--- config.mk ---
export PLATFORM = sky130hd
export DESIGN_NAME = dds_ctrl_top
export DESIGN_NICKNAME = d
export VERILOG_FILES = /design/src/dds_pkg.sv /design/src/dds_sync.sv /design/src/dds_serial_rx.sv /design/src/dds_ctrl_top.sv
export VERILOG_INCLUDE_DIRS = /design/src
export SDC_FILE = /design/constraint.sdc
export NUM_CORES = 1
export LEC_CHECK = 0
export ABC_AREA = 1
export CORE_MARGIN = 3
export CORE_UTILIZATION = 46
export DETAILED_ROUTE_END_ITERATION = 16
export DONT_BUFFER_PORTS = 1
export MAX_ROUTING_LAYER = met4
export PLACE_DENSITY = 0.7
export SLEW_MARGIN = 40
export SYNTH_ARGS = -nofsm -noshare
export SYNTH_HDL_FRONTEND = slang
export SYNTH_HIERARCHICAL = 1
export SYNTH_SLANG_ARGS = --single-unit
export TNS_END_PERCENT = 100
--- constraint.sdc ---
create_clock -name clk_sys_in -period 2.5 [get_ports clk_sys_in]
set_input_delay 0.5 -clock clk_sys_in [delete_from_list [all_inputs] [get_ports clk_sys_in]]
set_output_delay 0.5 -clock clk_sys_in [all_outputs]
set_load 0.1 [all_outputs]
--- src/dds_ctrl_map.svh ---
// Synthesizer control constants: offsets, fields, resets, widths.
// Definitions only; included by the design and the bench.
// Function
// RULE1 - Output rate is the chosen word's fraction of the clock.
// RULE2 - Accumulator adds frequency word A or B per choice.
// RULE3 - Frequency choice by select pin or control bit.
// RULE4 - Host holds frequency pin steady under bit control.
// RULE5 - Phase word A or B added per phase choice.
// RULE6 - Phase choice by select pin or control bit.
// RULE7 - Host holds phase pin steady under bit control.
// RULE8 - Reset pin zeroes accumulator and lookup phase.
// RULE9 - Reset pin never alters addressable words.
// RULE10 - Sleep pin high powers the DAC down.
// RULE11 - Sleep pin or powerdown bit powers the DAC down.
// RULE12 - A serial transfer carries one 16-bit word.
// RULE13 - One data bit per serial clock falling edge.
// RULE14 - Sync falling starts a new word.
// RULE15 - Sign pin driven only when its enable bit is 1.
// RULE16 - Source bit picks comparator or accumulator MSB.
// RULE17 - 28-bit accumulator adds chosen word each clock, wraps.
// RULE18 - Chosen 12-bit phase word added to accumulator top.
// RULE19 - Lookup phase is the upper 12 bits of the sum.
// RULE20 - Select pins sampled on the clock rising edge.
// RULE21 - Commit after 16 falls under low sync; drop partial words.
// RULE22 - Config bit picks pin or bit control; bits ignore pins.
`ifndef DDS_CTRL_MAP_SVH
`define DDS_CTRL_MAP_SVH

`define DDS_FREQ_W 28
`define DDS_PHASE_W 12
`define DDS_SER_W 16
`define DDS_SER_CNT_W 5
`define DDS_AXI_ADDR_W 8

`define DDS_OFS_CTRL 8'h00
`define DDS_OFS_FREQ_A 8'h04
`define DDS_OFS_FREQ_B 8'h08
`define DDS_OFS_PHASE_A 8'h0C
`define DDS_OFS_PHASE_B 8'h10
`define DDS_OFS_STATUS 8'h14
`define DDS_OFS_SERIAL 8'h18

`define DDS_CTRL_FREQ_BIT 0
`define DDS_CTRL_PHASE_BIT 1
`define DDS_CTRL_BY_BIT 2
`define DDS_CTRL_PDOWN 3
`define DDS_CTRL_SIGN_EN 4
`define DDS_CTRL_SIGN_SRC 5
`define DDS_CTRL_W 6
`define DDS_CTRL_RESET 6'h00

`define DDS_FREQ_RESET 28'h0000000
`define DDS_PHASE_RESET 12'h000

`define DDS_RESP_OKAY 2'h0
`define DDS_RESP_SLVERR 2'h2

`endif

--- src/dds_pkg.sv ---
// Types shared by the synthesizer control block.
// Assumes nothing beyond a SystemVerilog compiler.
package dds_pkg;

    // Progress of one serial word on the three-wire link.
    typedef enum logic [1:0] {
        DDS_RX_IDLE,
        DDS_RX_SHIFT,
        DDS_RX_DONE
    } dds_rx_state_t;

    // Register slots as decoded from a bus address.
    typedef enum logic [2:0] {
        DDS_REG_CTRL,
        DDS_REG_FREQ_A,
        DDS_REG_FREQ_B,
        DDS_REG_PHASE_A,
        DDS_REG_PHASE_B,
        DDS_REG_STATUS,
        DDS_REG_SERIAL,
        DDS_REG_NONE
    } dds_reg_t;

endpackage

--- src/dds_sync.sv ---
// Two-stage synchroniser for asynchronous pins.
// Assumes independent bits; no word coherence.
`timescale 1ns/1ps
`default_nettype none
module dds_sync #(
    parameter int WIDTH = 1,
    parameter logic [WIDTH-1:0] RESET_VAL = '0
) (
    input wire logic clk_sys_in,
    input wire logic rst_n_in,
    input wire logic [WIDTH-1:0] async_in,
    output logic [WIDTH-1:0] sync_out
);

    logic [WIDTH-1:0] stage_one;

    // Only the second stage reads the first, so metastability settles.
    always_ff @(posedge clk_sys_in) begin
        if (!rst_n_in) begin
            stage_one <= RESET_VAL;
            sync_out <= RESET_VAL;
        end else begin
            stage_one <= async_in;
            sync_out <= stage_one;
        end
    end

endmodule
`default_nettype wire

--- src/dds_serial_rx.sv ---
// Serial word receiver: shifts synchronised data on falling serial clock edges.
// Assumes its inputs have already passed the pin synchroniser.
`timescale 1ns/1ps
`default_nettype none
`include "dds_ctrl_map.svh"
module dds_serial_rx (
    input wire logic clk_sys_in,
    input wire logic rst_n_in,
    input wire logic sclk_in,
    input wire logic frame_sync_n_in,
    input wire logic serial_in,
    output logic [`DDS_SER_W-1:0] word_out,
    output logic word_valid_out
);

    dds_pkg::dds_rx_state_t state;
    logic sclk_prev;
    logic [`DDS_SER_CNT_W-1:0] bit_count;
    logic [`DDS_SER_W-1:0] shift;
    wire logic sclk_fall = sclk_prev & ~sclk_in;
    wire logic last_bit = (bit_count == 5'(`DDS_SER_W - 1));

    // Sync high ends the frame; a short word is dropped.
    always_ff @(posedge clk_sys_in) begin
        if (!rst_n_in) begin
            state <= dds_pkg::DDS_RX_IDLE;
            sclk_prev <= 1'b1;
            bit_count <= '0;
            shift <= '0;
            word_out <= '0;
            word_valid_out <= 1'b0;
        end else begin
            sclk_prev <= sclk_in;
            word_valid_out <= 1'b0;
            if (frame_sync_n_in) begin
                state <= dds_pkg::DDS_RX_IDLE; // see RULE21
                bit_count <= '0;
            end else begin
                case (state)
                    dds_pkg::DDS_RX_IDLE: begin
                        state <= dds_pkg::DDS_RX_SHIFT; // see RULE14
                        bit_count <= '0;
                    end
                    dds_pkg::DDS_RX_SHIFT: begin
                        if (sclk_fall) begin
                            shift <= {shift[`DDS_SER_W-2:0], serial_in}; // see RULE13
                            bit_count <= bit_count + 5'h01;
                            if (last_bit) begin
                                word_out <= {shift[`DDS_SER_W-2:0], serial_in}; // see RULE12
                                word_valid_out <= 1'b1; // see RULE21
                                state <= dds_pkg::DDS_RX_DONE;
                            end
                        end
                    end
                    dds_pkg::DDS_RX_DONE: begin
                        state <= dds_pkg::DDS_RX_DONE; // Extra edges wait for a new frame.
                    end
                    default: begin
                        state <= dds_pkg::DDS_RX_IDLE;
                    end
                endcase
            end
        end
    end

endmodule
`default_nettype wire

--- src/dds_ctrl_top.sv ---
// Synthesizer control: AXI4-Lite registers, accumulator, pins.
// Adds the phase offset; drives powerdown and sign pins.
// Assumes the system clock is the master clock.
// All pins are asynchronous and synchronised here.
`timescale 1ns/1ps
`default_nettype none
`include "dds_ctrl_map.svh"
module dds_ctrl_top #(
    parameter int FREQ_W = `DDS_FREQ_W,
    parameter int PHASE_W = `DDS_PHASE_W
) (
    input wire logic clk_sys_in,
    input wire logic rst_n_in,
    input wire logic [`DDS_AXI_ADDR_W-1:0] s_axi_awaddr_in,
    input wire logic [2:0] s_axi_awprot_in,
    input wire logic s_axi_awvalid_in,
    output logic s_axi_awready_out,
    input wire logic [31:0] s_axi_wdata_in,
    input wire logic [3:0] s_axi_wstrb_in,
    input wire logic s_axi_wvalid_in,
    output logic s_axi_wready_out,
    output logic [1:0] s_axi_bresp_out,
    output logic s_axi_bvalid_out,
    input wire logic s_axi_bready_in,
    input wire logic [`DDS_AXI_ADDR_W-1:0] s_axi_araddr_in,
    input wire logic [2:0] s_axi_arprot_in,
    input wire logic s_axi_arvalid_in,
    output logic s_axi_arready_out,
    output logic [31:0] s_axi_rdata_out,
    output logic [1:0] s_axi_rresp_out,
    output logic s_axi_rvalid_out,
    input wire logic s_axi_rready_in,
    input wire logic freq_choose_pin_in,
    input wire logic phase_choose_pin_in,
    input wire logic dds_reset_in,
    input wire logic sleep_in,
    input wire logic serial_clk_in,
    input wire logic serial_in_in,
    input wire logic frame_sync_n_in,
    input wire logic comparator_in,
    output logic [PHASE_W-1:0] phase_addr_out,
    output logic dac_powerdown_out,
    output logic sign_bit_out,
    output logic sign_bit_oe_out
);

    ////////////////////////////////////////////////////////////////////////////
    // Decoding helpers.

    // Maps a byte address to a register slot; both bus directions use it.
    function automatic dds_pkg::dds_reg_t reg_of(input logic [`DDS_AXI_ADDR_W-1:0] addr);
        case (addr)
            `DDS_OFS_CTRL: reg_of = dds_pkg::DDS_REG_CTRL;
            `DDS_OFS_FREQ_A: reg_of = dds_pkg::DDS_REG_FREQ_A;
            `DDS_OFS_FREQ_B: reg_of = dds_pkg::DDS_REG_FREQ_B;
            `DDS_OFS_PHASE_A: reg_of = dds_pkg::DDS_REG_PHASE_A;
            `DDS_OFS_PHASE_B: reg_of = dds_pkg::DDS_REG_PHASE_B;
            `DDS_OFS_STATUS: reg_of = dds_pkg::DDS_REG_STATUS;
            `DDS_OFS_SERIAL: reg_of = dds_pkg::DDS_REG_SERIAL;
            default: reg_of = dds_pkg::DDS_REG_NONE;
        endcase
    endfunction

    // Merges write data into a word under the byte strobes.
    function automatic logic [31:0] merge(input logic [31:0] old_word,
                                          input logic [31:0] new_word,
                                          input logic [3:0] strb);
        logic [31:0] result;
        result = old_word;
        for (int i = 0; i < 4; i++) begin
            if (strb[i]) begin
                result[i*8 +: 8] = new_word[i*8 +: 8];
            end
        end
        merge = result;
    endfunction

    ////////////////////////////////////////////////////////////////////////////
    // Pin synchronisers.

    localparam int PIN_W = 8;
    localparam logic [PIN_W-1:0] PIN_RESET = 8'h30;

    logic [PIN_W-1:0] pins_sync;

    // Frame sync and serial clock idle high, so they leave reset high.
    dds_sync #(
        .WIDTH(PIN_W),
        .RESET_VAL(PIN_RESET)
    ) u_pin_sync (
        .clk_sys_in(clk_sys_in),
        .rst_n_in(rst_n_in),
        .async_in({comparator_in, serial_in_in, frame_sync_n_in, serial_clk_in,
                   sleep_in, dds_reset_in, phase_choose_pin_in, freq_choose_pin_in}),
        .sync_out(pins_sync)
    );

    wire logic freq_pin = pins_sync[0]; // see RULE20
    wire logic phase_pin = pins_sync[1]; // see RULE20
    wire logic reset_pin = pins_sync[2];
    wire logic sleep_pin = pins_sync[3];
    wire logic sclk_sync = pins_sync[4];
    wire logic frame_sync_n_n_sync = pins_sync[5];
    wire logic serial_in_sync = pins_sync[6];
    wire logic comparator_sync = pins_sync[7];

    ////////////////////////////////////////////////////////////////////////////
    // Serial word receiver.

    logic [`DDS_SER_W-1:0] rx_word;
    logic rx_valid;

    dds_serial_rx u_serial_rx (
        .clk_sys_in(clk_sys_in),
        .rst_n_in(rst_n_in),
        .sclk_in(sclk_sync),
        .frame_sync_n_in(frame_sync_n_n_sync),
        .serial_in(serial_in_sync),
        .word_out(rx_word),
        .word_valid_out(rx_valid)
    );

    ////////////////////////////////////////////////////////////////////////////
    // Addressable words; the reset pin never touches these.

    logic [`DDS_CTRL_W-1:0] ctrl;
    logic [FREQ_W-1:0] freq_word_a;
    logic [FREQ_W-1:0] freq_word_b;
    logic [PHASE_W-1:0] phase_word_a;
    logic [PHASE_W-1:0] phase_word_b;
    logic [`DDS_SER_W-1:0] serial_word;
    logic [7:0] serial_count;

    wire logic freq_choose_bit = ctrl[`DDS_CTRL_FREQ_BIT];
    wire logic phase_choose_bit = ctrl[`DDS_CTRL_PHASE_BIT];
    wire logic select_by_bit = ctrl[`DDS_CTRL_BY_BIT];
    wire logic dac_powerdown_bit = ctrl[`DDS_CTRL_PDOWN];
    wire logic sign_out_enable = ctrl[`DDS_CTRL_SIGN_EN];
    wire logic sign_source_select = ctrl[`DDS_CTRL_SIGN_SRC];

    ////////////////////////////////////////////////////////////////////////////
    // AXI4-Lite write channel, one write at a time.
    // Address and data in either order; response once both held.

    logic aw_held;
    logic w_held;
    logic [`DDS_AXI_ADDR_W-1:0] aw_addr;
    logic [31:0] w_data;
    logic [3:0] w_strb;

    wire logic aw_take = s_axi_awvalid_in & s_axi_awready_out;
    wire logic w_take = s_axi_wvalid_in & s_axi_wready_out;
    wire logic do_write = aw_held & w_held & ~s_axi_bvalid_out;
    wire dds_pkg::dds_reg_t wr_reg = reg_of(aw_addr);
    wire logic next_awready = s_axi_awvalid_in & ~s_axi_awready_out & ~aw_held
                              & ~s_axi_bvalid_out;
    wire logic next_wready = s_axi_wvalid_in & ~s_axi_wready_out & ~w_held
                             & ~s_axi_bvalid_out;

    // Ready is a one-cycle pulse so each channel takes exactly one item.
    always_ff @(posedge clk_sys_in) begin
        if (!rst_n_in) begin
            s_axi_awready_out <= 1'b0;
            s_axi_wready_out <= 1'b0;
            aw_held <= 1'b0;
            w_held <= 1'b0;
            aw_addr <= '0;
            w_data <= '0;
            w_strb <= '0;
        end else begin
            s_axi_awready_out <= next_awready;
            s_axi_wready_out <= next_wready;
            if (aw_take) begin
                aw_held <= 1'b1;
                aw_addr <= s_axi_awaddr_in;
            end else if (do_write) begin
                aw_held <= 1'b0;
            end
            if (w_take) begin
                w_held <= 1'b1;
                w_data <= s_axi_wdata_in;
                w_strb <= s_axi_wstrb_in;
            end else if (do_write) begin
                w_held <= 1'b0;
            end
        end
    end

    // Response holds until the master takes it; read-only slots answer OKAY.
    always_ff @(posedge clk_sys_in) begin
        if (!rst_n_in) begin
            s_axi_bvalid_out <= 1'b0;
            s_axi_bresp_out <= `DDS_RESP_OKAY;
        end else if (do_write) begin
            s_axi_bvalid_out <= 1'b1;
            s_axi_bresp_out <= (wr_reg == dds_pkg::DDS_REG_NONE) ? `DDS_RESP_SLVERR
                                                                 : `DDS_RESP_OKAY;
        end else if (s_axi_bready_in) begin
            s_axi_bvalid_out <= 1'b0;
        end
    end

    // Register writes. The reset pin is deliberately absent here.
    always_ff @(posedge clk_sys_in) begin
        if (!rst_n_in) begin
            ctrl <= `DDS_CTRL_RESET;
            freq_word_a <= `DDS_FREQ_RESET;
            freq_word_b <= `DDS_FREQ_RESET;
            phase_word_a <= `DDS_PHASE_RESET;
            phase_word_b <= `DDS_PHASE_RESET;
        end else if (do_write) begin // see RULE9
            case (wr_reg)
                dds_pkg::DDS_REG_CTRL:
                    ctrl <= `DDS_CTRL_W'(merge(32'(ctrl), w_data, w_strb));
                dds_pkg::DDS_REG_FREQ_A:
                    freq_word_a <= FREQ_W'(merge(32'(freq_word_a), w_data, w_strb));
                dds_pkg::DDS_REG_FREQ_B:
                    freq_word_b <= FREQ_W'(merge(32'(freq_word_b), w_data, w_strb));
                dds_pkg::DDS_REG_PHASE_A:
                    phase_word_a <= PHASE_W'(merge(32'(phase_word_a), w_data, w_strb));
                dds_pkg::DDS_REG_PHASE_B:
                    phase_word_b <= PHASE_W'(merge(32'(phase_word_b), w_data, w_strb));
                default: begin
                end
            endcase
        end
    end

    // Last complete serial word and a count of them.
    // Software decodes the command.
    always_ff @(posedge clk_sys_in) begin
        if (!rst_n_in) begin
            serial_word <= '0;
            serial_count <= 8'h00;
        end else if (rx_valid) begin
            serial_word <= rx_word; // see RULE12
            serial_count <= serial_count + 8'h01;
        end
    end

    ////////////////////////////////////////////////////////////////////////////
    // Synthesis path.

    logic [FREQ_W-1:0] accum;

    // Bit control ignores the pins, so a pin left floating cannot steer it.
    wire logic freq_sel = select_by_bit ? freq_choose_bit : freq_pin; // see RULE3 RULE22
    wire logic phase_sel = select_by_bit ? phase_choose_bit : phase_pin; // see RULE6 RULE22
    wire logic [FREQ_W-1:0] freq_word = freq_sel ? freq_word_b : freq_word_a; // see RULE2
    wire logic [PHASE_W-1:0] phase_word = phase_sel ? phase_word_b : phase_word_a; // see RULE5
    wire logic [PHASE_W-1:0] phase_sum =
        accum[FREQ_W-1 -: PHASE_W] + phase_word; // see RULE18 RULE19
    wire logic powerdown = sleep_pin | dac_powerdown_bit; // see RULE10 RULE11
    wire logic sign_value = sign_source_select ? comparator_sync
                                               : accum[FREQ_W-1]; // see RULE16

    // Output rate is freq_word / 2^28 of the clock; the sum wraps naturally.
    always_ff @(posedge clk_sys_in) begin
        if (!rst_n_in || reset_pin) begin
            accum <= '0; // see RULE8
        end else begin
            accum <= accum + freq_word; // see RULE1 RULE17
        end
    end

    // The lookup address is zero under reset, which gives the midscale output.
    always_ff @(posedge clk_sys_in) begin
        if (!rst_n_in || reset_pin) begin
            phase_addr_out <= '0; // see RULE8
        end else begin
            phase_addr_out <= phase_sum; // see RULE19
        end
    end

    // Powerdown and the sign pin; the pin is released when not enabled.
    always_ff @(posedge clk_sys_in) begin
        if (!rst_n_in) begin
            dac_powerdown_out <= 1'b0;
            sign_bit_out <= 1'b0;
            sign_bit_oe_out <= 1'b0;
        end else begin
            dac_powerdown_out <= powerdown; // see RULE10
            sign_bit_out <= sign_out_enable & sign_value;
            sign_bit_oe_out <= sign_out_enable; // see RULE15
        end
    end

    ////////////////////////////////////////////////////////////////////////////
    // AXI4-Lite read channel. One read at a time; the answer is registered.

    wire dds_pkg::dds_reg_t rd_reg = reg_of(s_axi_araddr_in);
    wire logic ar_take = s_axi_arvalid_in & s_axi_arready_out;
    wire logic next_arready = s_axi_arvalid_in & ~s_axi_arready_out & ~s_axi_rvalid_out;
    wire logic [31:0] status_word = {16'h0000, serial_count, 3'h0, accum[FREQ_W-1],
                                     powerdown, reset_pin, phase_sel, freq_sel};
    logic [31:0] rd_value;

    // Read selection; unmapped slots return zero with an error response.
    always_comb begin
        case (rd_reg)
            dds_pkg::DDS_REG_CTRL: rd_value = 32'(ctrl);
            dds_pkg::DDS_REG_FREQ_A: rd_value = 32'(freq_word_a);
            dds_pkg::DDS_REG_FREQ_B: rd_value = 32'(freq_word_b);
            dds_pkg::DDS_REG_PHASE_A: rd_value = 32'(phase_word_a);
            dds_pkg::DDS_REG_PHASE_B: rd_value = 32'(phase_word_b);
            dds_pkg::DDS_REG_STATUS: rd_value = status_word;
            dds_pkg::DDS_REG_SERIAL: rd_value = 32'(serial_word);
            default: rd_value = 32'h00000000;
        endcase
    end

    always_ff @(posedge clk_sys_in) begin
        if (!rst_n_in) begin
            s_axi_arready_out <= 1'b0;
            s_axi_rvalid_out <= 1'b0;
            s_axi_rdata_out <= 32'h00000000;
            s_axi_rresp_out <= `DDS_RESP_OKAY;
        end else begin
            s_axi_arready_out <= next_arready;
            if (ar_take) begin
                s_axi_rvalid_out <= 1'b1;
                s_axi_rdata_out <= rd_value;
                s_axi_rresp_out <= (rd_reg == dds_pkg::DDS_REG_NONE) ? `DDS_RESP_SLVERR
                                                                     : `DDS_RESP_OKAY;
            end else if (s_axi_rready_in) begin
                s_axi_rvalid_out <= 1'b0;
            end
        end
    end

endmodule
`default_nettype wire

* After elaboration in Yosys (flattened, before gate mapping) *
Cells that the tools add are included.

storage, ports and cells
  flip-flop bits (word level) = 292
  output and inout bits = 56

cells by class
  $add $sub $neg = 4
  eq/ne operators = 29
  mux-type cells = 23
  bitwise gates (word level) = 28
  reductions and logical operators = 31

operator list
  kind                                                  count
  case mux 28 bit (7 select lines)                      1
  equality test 8 x 5 -> 1 bit (second input constant)  6
  case mux 3 bit (7 select lines)                       2
  AND reduction 3 bit                                   14
  equality test 8 x 4 -> 1 bit (second input constant)  4
  adder 28 bit                                          1
  two-way mux 28 bit                                    1
  equality test 3 bit (second input constant)           6
  equality test 8 x 3 -> 1 bit (second input constant)  2
  zero test 8 bit                                       2
  AND 1 bit                                             15
  adder 12 bit                                          1
  equality test 3 x 2 -> 1 bit (second input constant)  4
  two-way mux 12 bit                                    1
  inverter 1 bit                                        12
  two-way mux 1 bit                                     11
  case mux 5 bit (2 select lines)                       1
  nonzero test 2 bit                                    5
  adder 8 x 1 -> 8 bit (second input constant)          1
  two-way mux 2 bit                                     4
  equality test 3 x 1 -> 1 bit (second input constant)  2
  zero test 3 bit                                       2
  case mux 2 bit (3 select lines)                       1
  adder 5 x 1 -> 5 bit (second input constant)          1
  13 further kinds                                      15

* Depth between registers and ports, before layout *
  word-level depth = 4
  depth in mapped cells = 19
  depth with buffers taken out = 17

* Hierarchy *
The synthesis kept the hierarchy.

by module, submodules not included
  module         times used  cells each  area an instance (µm²)
  dds_ctrl_top   1           1756        11857.6
  dds_serial_rx  1           235         1694.1
  dds_sync       1           50          486.7

* Worst setup path after synthesis *
OpenSTA, ideal clock, no wires.

  kind = reg-to-reg
  from = register ctrl[2]
  to = register accum[22]
  setup time = 0.113 ns
  arrival = 2.414 ns
  slack = -0.027 ns
  cell stages (with the launch flop) = 17
  cell sequence = dfxtp_1 inv_1 nand2_1 nand2_1 buf_2 buf_2 nand2_1 nand2_1 ha_1 inv_1 fa_1 nor3_1 o21ai_0 nand3_1 nand2_1 nand2_1 nor2_1

between the ends
  cells in the longest elaborated chain, start to end = 3

RTL lines
  what                    line                 source
  from (decl)             dds_ctrl_top.sv:126  logic [`DDS_CTRL_W-1:0] ctrl;
  from (signal assigned)  dds_ctrl_top.sv:206  ctrl <= `DDS_CTRL_RESET;
  from (signal assigned)  dds_ctrl_top.sv:214  ctrl <= `DDS_CTRL_W'(merge(32'(ctrl), w_data, w_strb));
  two-way mux 1 bit       dds_ctrl_top.sv:247  wire logic freq_sel = select_by_bit ? freq_choose_bit : freq_pin;
  two-way mux 28 bit      dds_ctrl_top.sv:249  wire logic [FREQ_W-1:0] freq_word = freq_sel ? freq_word_b : freq_word_a;
  adder 28 bit            dds_ctrl_top.sv:262  accum <= accum + freq_word;
  to (signal assigned)    dds_ctrl_top.sv:262
  to (decl)               dds_ctrl_top.sv:244  logic [FREQ_W-1:0] accum;

Every way passes these cells.
A chain may end at the register's enable or synchronous reset.

* Worst setup path after layout *
  from = register ctrl[2]
  to = register phase_addr_out[8]

between the ends
  cells in the longest elaborated chain, start to end = 3

RTL lines
  what                  line                 source
  two-way mux 1 bit     dds_ctrl_top.sv:248  wire logic phase_sel = select_by_bit ? phase_choose_bit : phase_pin;
  two-way mux 12 bit    dds_ctrl_top.sv:250  wire logic [PHASE_W-1:0] phase_word = phase_sel ? phase_word_b : phase_word_a;
  adder 12 bit          dds_ctrl_top.sv:252  accum[FREQ_W-1 -: PHASE_W] + phase_word;
  to (signal assigned)  dds_ctrl_top.sv:271  phase_addr_out <= phase_sum;
  to (decl)             dds_ctrl_top.sv:41   output logic [PHASE_W-1:0] phase_addr_out,

Every way passes these cells.

==> results.yml <==
floorplanning:
  floorplan.io_pins: 129
  chipWidth_um: 181
  initial_core_util_pct: 47.0
  die_area_sq_um: 32700
  fp-row-count: 63
  die_height_um: 181
  fp.coreArea_sq_um: 29900
synthesis:
  synthesis.area_sq_um: 14000
  netlist-cell-type-count: 47
  synth_sequential_area_ratio_pct: 40.8
  postSynthRegisterBits: 286
  ys_warn_count: 6
  post_synth_inst_count: 2041
  syn_avg_cell_area_sq_um: 6.88
timing:
  setup_viol: 0
  finalSetupTns_ns: 0
  rsz_0062_raised_after_global_routing: "true"
  max_slew_margin_pct: 51.2
  worst_pin_slew_ns: 0.731
  timing.final.max_slew_violations: 0
  maxClockFrequency_mhz: 417
  timing.final.ws_setup_ns: 0.103
  hold_viol: 0
  final_cycle_utilization_of_the_critical_path_pct: 95.9
  clock_skew_ns: 0.0155
  timing.final.crit_period_ns: 2.40
global_routing:
  grt_overflow_total: 0
  grt_use_total_pct: 23.2
  grt_pass1_vias: 12400
  grt_start_max_net_pins: 185
  antenna_found_initial: 0
  first_pass_grt_wire_length_mm: 61.3
pwr:
  power_per_cell_area_nw_per_um2: 603
  vdd.ir_drop.worst_mv: 0.557
  leakage_component_of_the_power_uw: 0.00721
  design_power_uw: 10100
clock_network:
  cts-root-to-sink-buffers: 3
  clock_sinks: 286
  worstSkewPairLatency_ns: 0.58
  htreeDepth: 1
  cts_buffer_count: 31
  tritoncts_clock_tree: "yes"
  cts_root_buf: "clkbuf_16"
  clkSlewWorstSetupHoldPaths_ns: 0.06
route:
  drt_wl_total_mm: 39.2
  route.detailed.drc: 0
  dr.first_iter.drc_count: 1019
  drt_first_pass_iters: 5
  routed-via-count: 13200
  avgViaCountPerCell: 5.21
  routedWlPerCell_um: 15.5
  detail-route-antenna-nets: 0
place:
  place.gp.congestion: 0.953
  place.port_buffers: 0
  detailedPlace.worstSlack_ns: -0.0512
  post_dp_cell_area_sq_um: 15000
  post-dp-hpwl_mm: 27.5
worst_setup_path:
  path_class: "flop to flop"
  worst-r2r-setup-slack_ns: 0.10
  type_of_origin_of_the_critical_path: "flop"
  critPathRequiredTime_ns: 3.01
  timing.critical_path.to_type: "flop"
  timing.critical_path.fanout_max: 14
  crit_arrival_ns: 2.91
layout:
  flow.area_growth_from_synthesis_pct: 19.3
  fraction_of_layout_instances_using_a_drive_strength_above_1_pct: 15.4
  layout.cell_area.non_filler_sq_um: 16800
  num_antenna_cells: 0
  finish.utilization_pct: 56.1
  fill_cells: 2735
  design.final.nets: 2237
worst_hold_path:
  worst_hold_path_type: "primary input to flop"
flow_run:
  cap_viol_max_count: 0
run_status:
  outcome: "finished, final reports clean"
==> cells in the final DEF (no fill, tap or decap), drive strengths merged, types with 2 or more instances in the layout <==
cell / n
clkbuf: 43
or2: 2
o21ai: 191
nand4: 7
ha: 43
o21a: 5
fa: 2
dlygate4sd3: 7
a211oi: 12
nand3: 138
bufinv: 6
mux2: 10
clkinv: 9
nand2: 514
buf: 118
nand3b: 3
inv: 258
xor2: 2
dfxtp: 286
nor2: 267
nor3: 15
nor4: 2
conb: 6
a21oi: 187
o21bai: 3
==> path summary, 6_finish.rpt <==
check                            end  depth (start not counted)                     from
max                phase_addr_out[8]                         13                  ctrl[2]
min          u_pin_sync/stage_one[0]                          2       freq_choose_pin_in
max reg2reg        phase_addr_out[8]                         13                  ctrl[2]
min reg2reg   u_pin_sync/sync_out[4]                          2  u_pin_sync/stage_one[4]
==> metal layers <==
| layer | routed length [um] | GRT usage (%) |
|---|---|---|
| met5 | 0 | - |
| met1 | 16900 | 29.6 |
| met4 | 1270 | 7.00 |
| met3 | 2670 | 3.68 |
| met2 | 18400 | 38.1 |
==> flip-flops by register name, indices dropped and copies added, names as in the netlist, 2 cells and up <==
signal and count:
accum 28, freq_word_a 28, freq_word_b 28, s_axi_rdata_out 28, w_data 28, serial_word 16, u_serial_rx/word_out 16, u_serial_rx/shift 15
phase_addr_out 12, phase_word_a 12, phase_word_b 12, aw_addr 8, serial_count 8, u_pin_sync/stage_one 8, u_pin_sync/sync_out 8, ctrl 6
u_serial_rx/bit_count 5, w_strb 4, u_serial_rx/state 2
==> critical path, cell delays in order (launching register included) <==
cell and delay (ns):
dfxtp_2 0.33, inv_2 0.09, nand2_1 0.07, nand2_2 0.09
buf_12 0.15, mux2_2 0.39, ha_1 0.35, a21oi_1 0.23
o21ai_2 0.10, nor2_1 0.20, o21bai_1 0.11, nand2_1 0.06
nand2_1 0.04, nor2_1 0.09
==> power breakdown <==
| part | switching (uW) | internal (uW) | total [uW] |
|---|---|---|---|
| registers | 31.2 | 4610 | 4650 |
| clock network | 1920 | 3060 | 4970 |
| logic | 354 | 132 | 486 |
| total | 2300 | 7800 | 10100 |
==> cell usage after synthesis (all sizes together) <==
master / number / area share [%]
o311ai: 1 / 0.062
nand3: 138 / 5.0
inv: 257 / 6.9
conb: 1 / 0.027
o31ai: 1 / 0.053
clkinv: 1 / 0.027
a211oi: 12 / 0.71
nor2: 267 / 8.1
xor2: 2 / 0.12
nand3b: 3 / 0.16
nor3: 15 / 0.86
ha: 43 / 3.8
o21ai: 191 / 6.8
nand4: 7 / 0.53
dfxtp: 286 / 41
fa: 2 / 0.29
buf: 45 / 2.3
nand2: 514 / 14
nor3b: 1 / 0.053
o21a: 5 / 0.27
a311oi: 1 / 0.062
nor4: 2 / 0.089
a21oi: 187 / 6.7
or2: 2 / 0.089
a21o: 1 / 0.053
clkbuf: 42 / 1.1
mux2: 10 / 0.80
o21bai: 3 / 0.16
xnor2: 1 / 0.062
==> cell families (layout without fill, tap and decap cells) <==
kind of cell	after synthesis	after routing	share of synthesized area [%]
compound gates	402	402	14.9
xor+xnor	3	3	0.187
fa+ha+maj	45	45	4.12
buf+inv	345	442	10.4
flops	286	286	40.8
mux	10	10	0.802
other cells	1	6	0.0267
simple gates	949	949	28.9
==> area by class of cell <==
class / count / area (sq um) / share of cell area (%)
Timing Repair Buffer: 127 / 1060 / 6.35
Inverter: 258 / 968 / 5.78
Tap cell: 390 / 488 / 2.91
Multi-Input combinational cell: 1415 / 7380 / 44.1
Clock inverter: 16 / 259 / 1.55
Sequential cell: 286 / 5730 / 34.2
Clock buffer: 41 / 863 / 5.15
==> metrics by stage <==
step / hold slack (ns) / std cells
final: 0.0321 / 2533
after global routing: 0.00965 / 2533
after CTS: 0.00121 / 2528
after detailed placement: 0.391 / 2464
after global placement: 0.386 / 2464
after floorplan: 0.380 / 2046
==> what timing repair did <==
action,4_1_cts,5_1_grt
pin swaps,1,13
resized for setup,11,101
gates cloned,0,3
hold buffers,7,0
endpoints found under the setup margin,12,29
buffers inserted,0,2
endpoints found under the hold margin,10,0
Power figures use the tool's default switching activity.
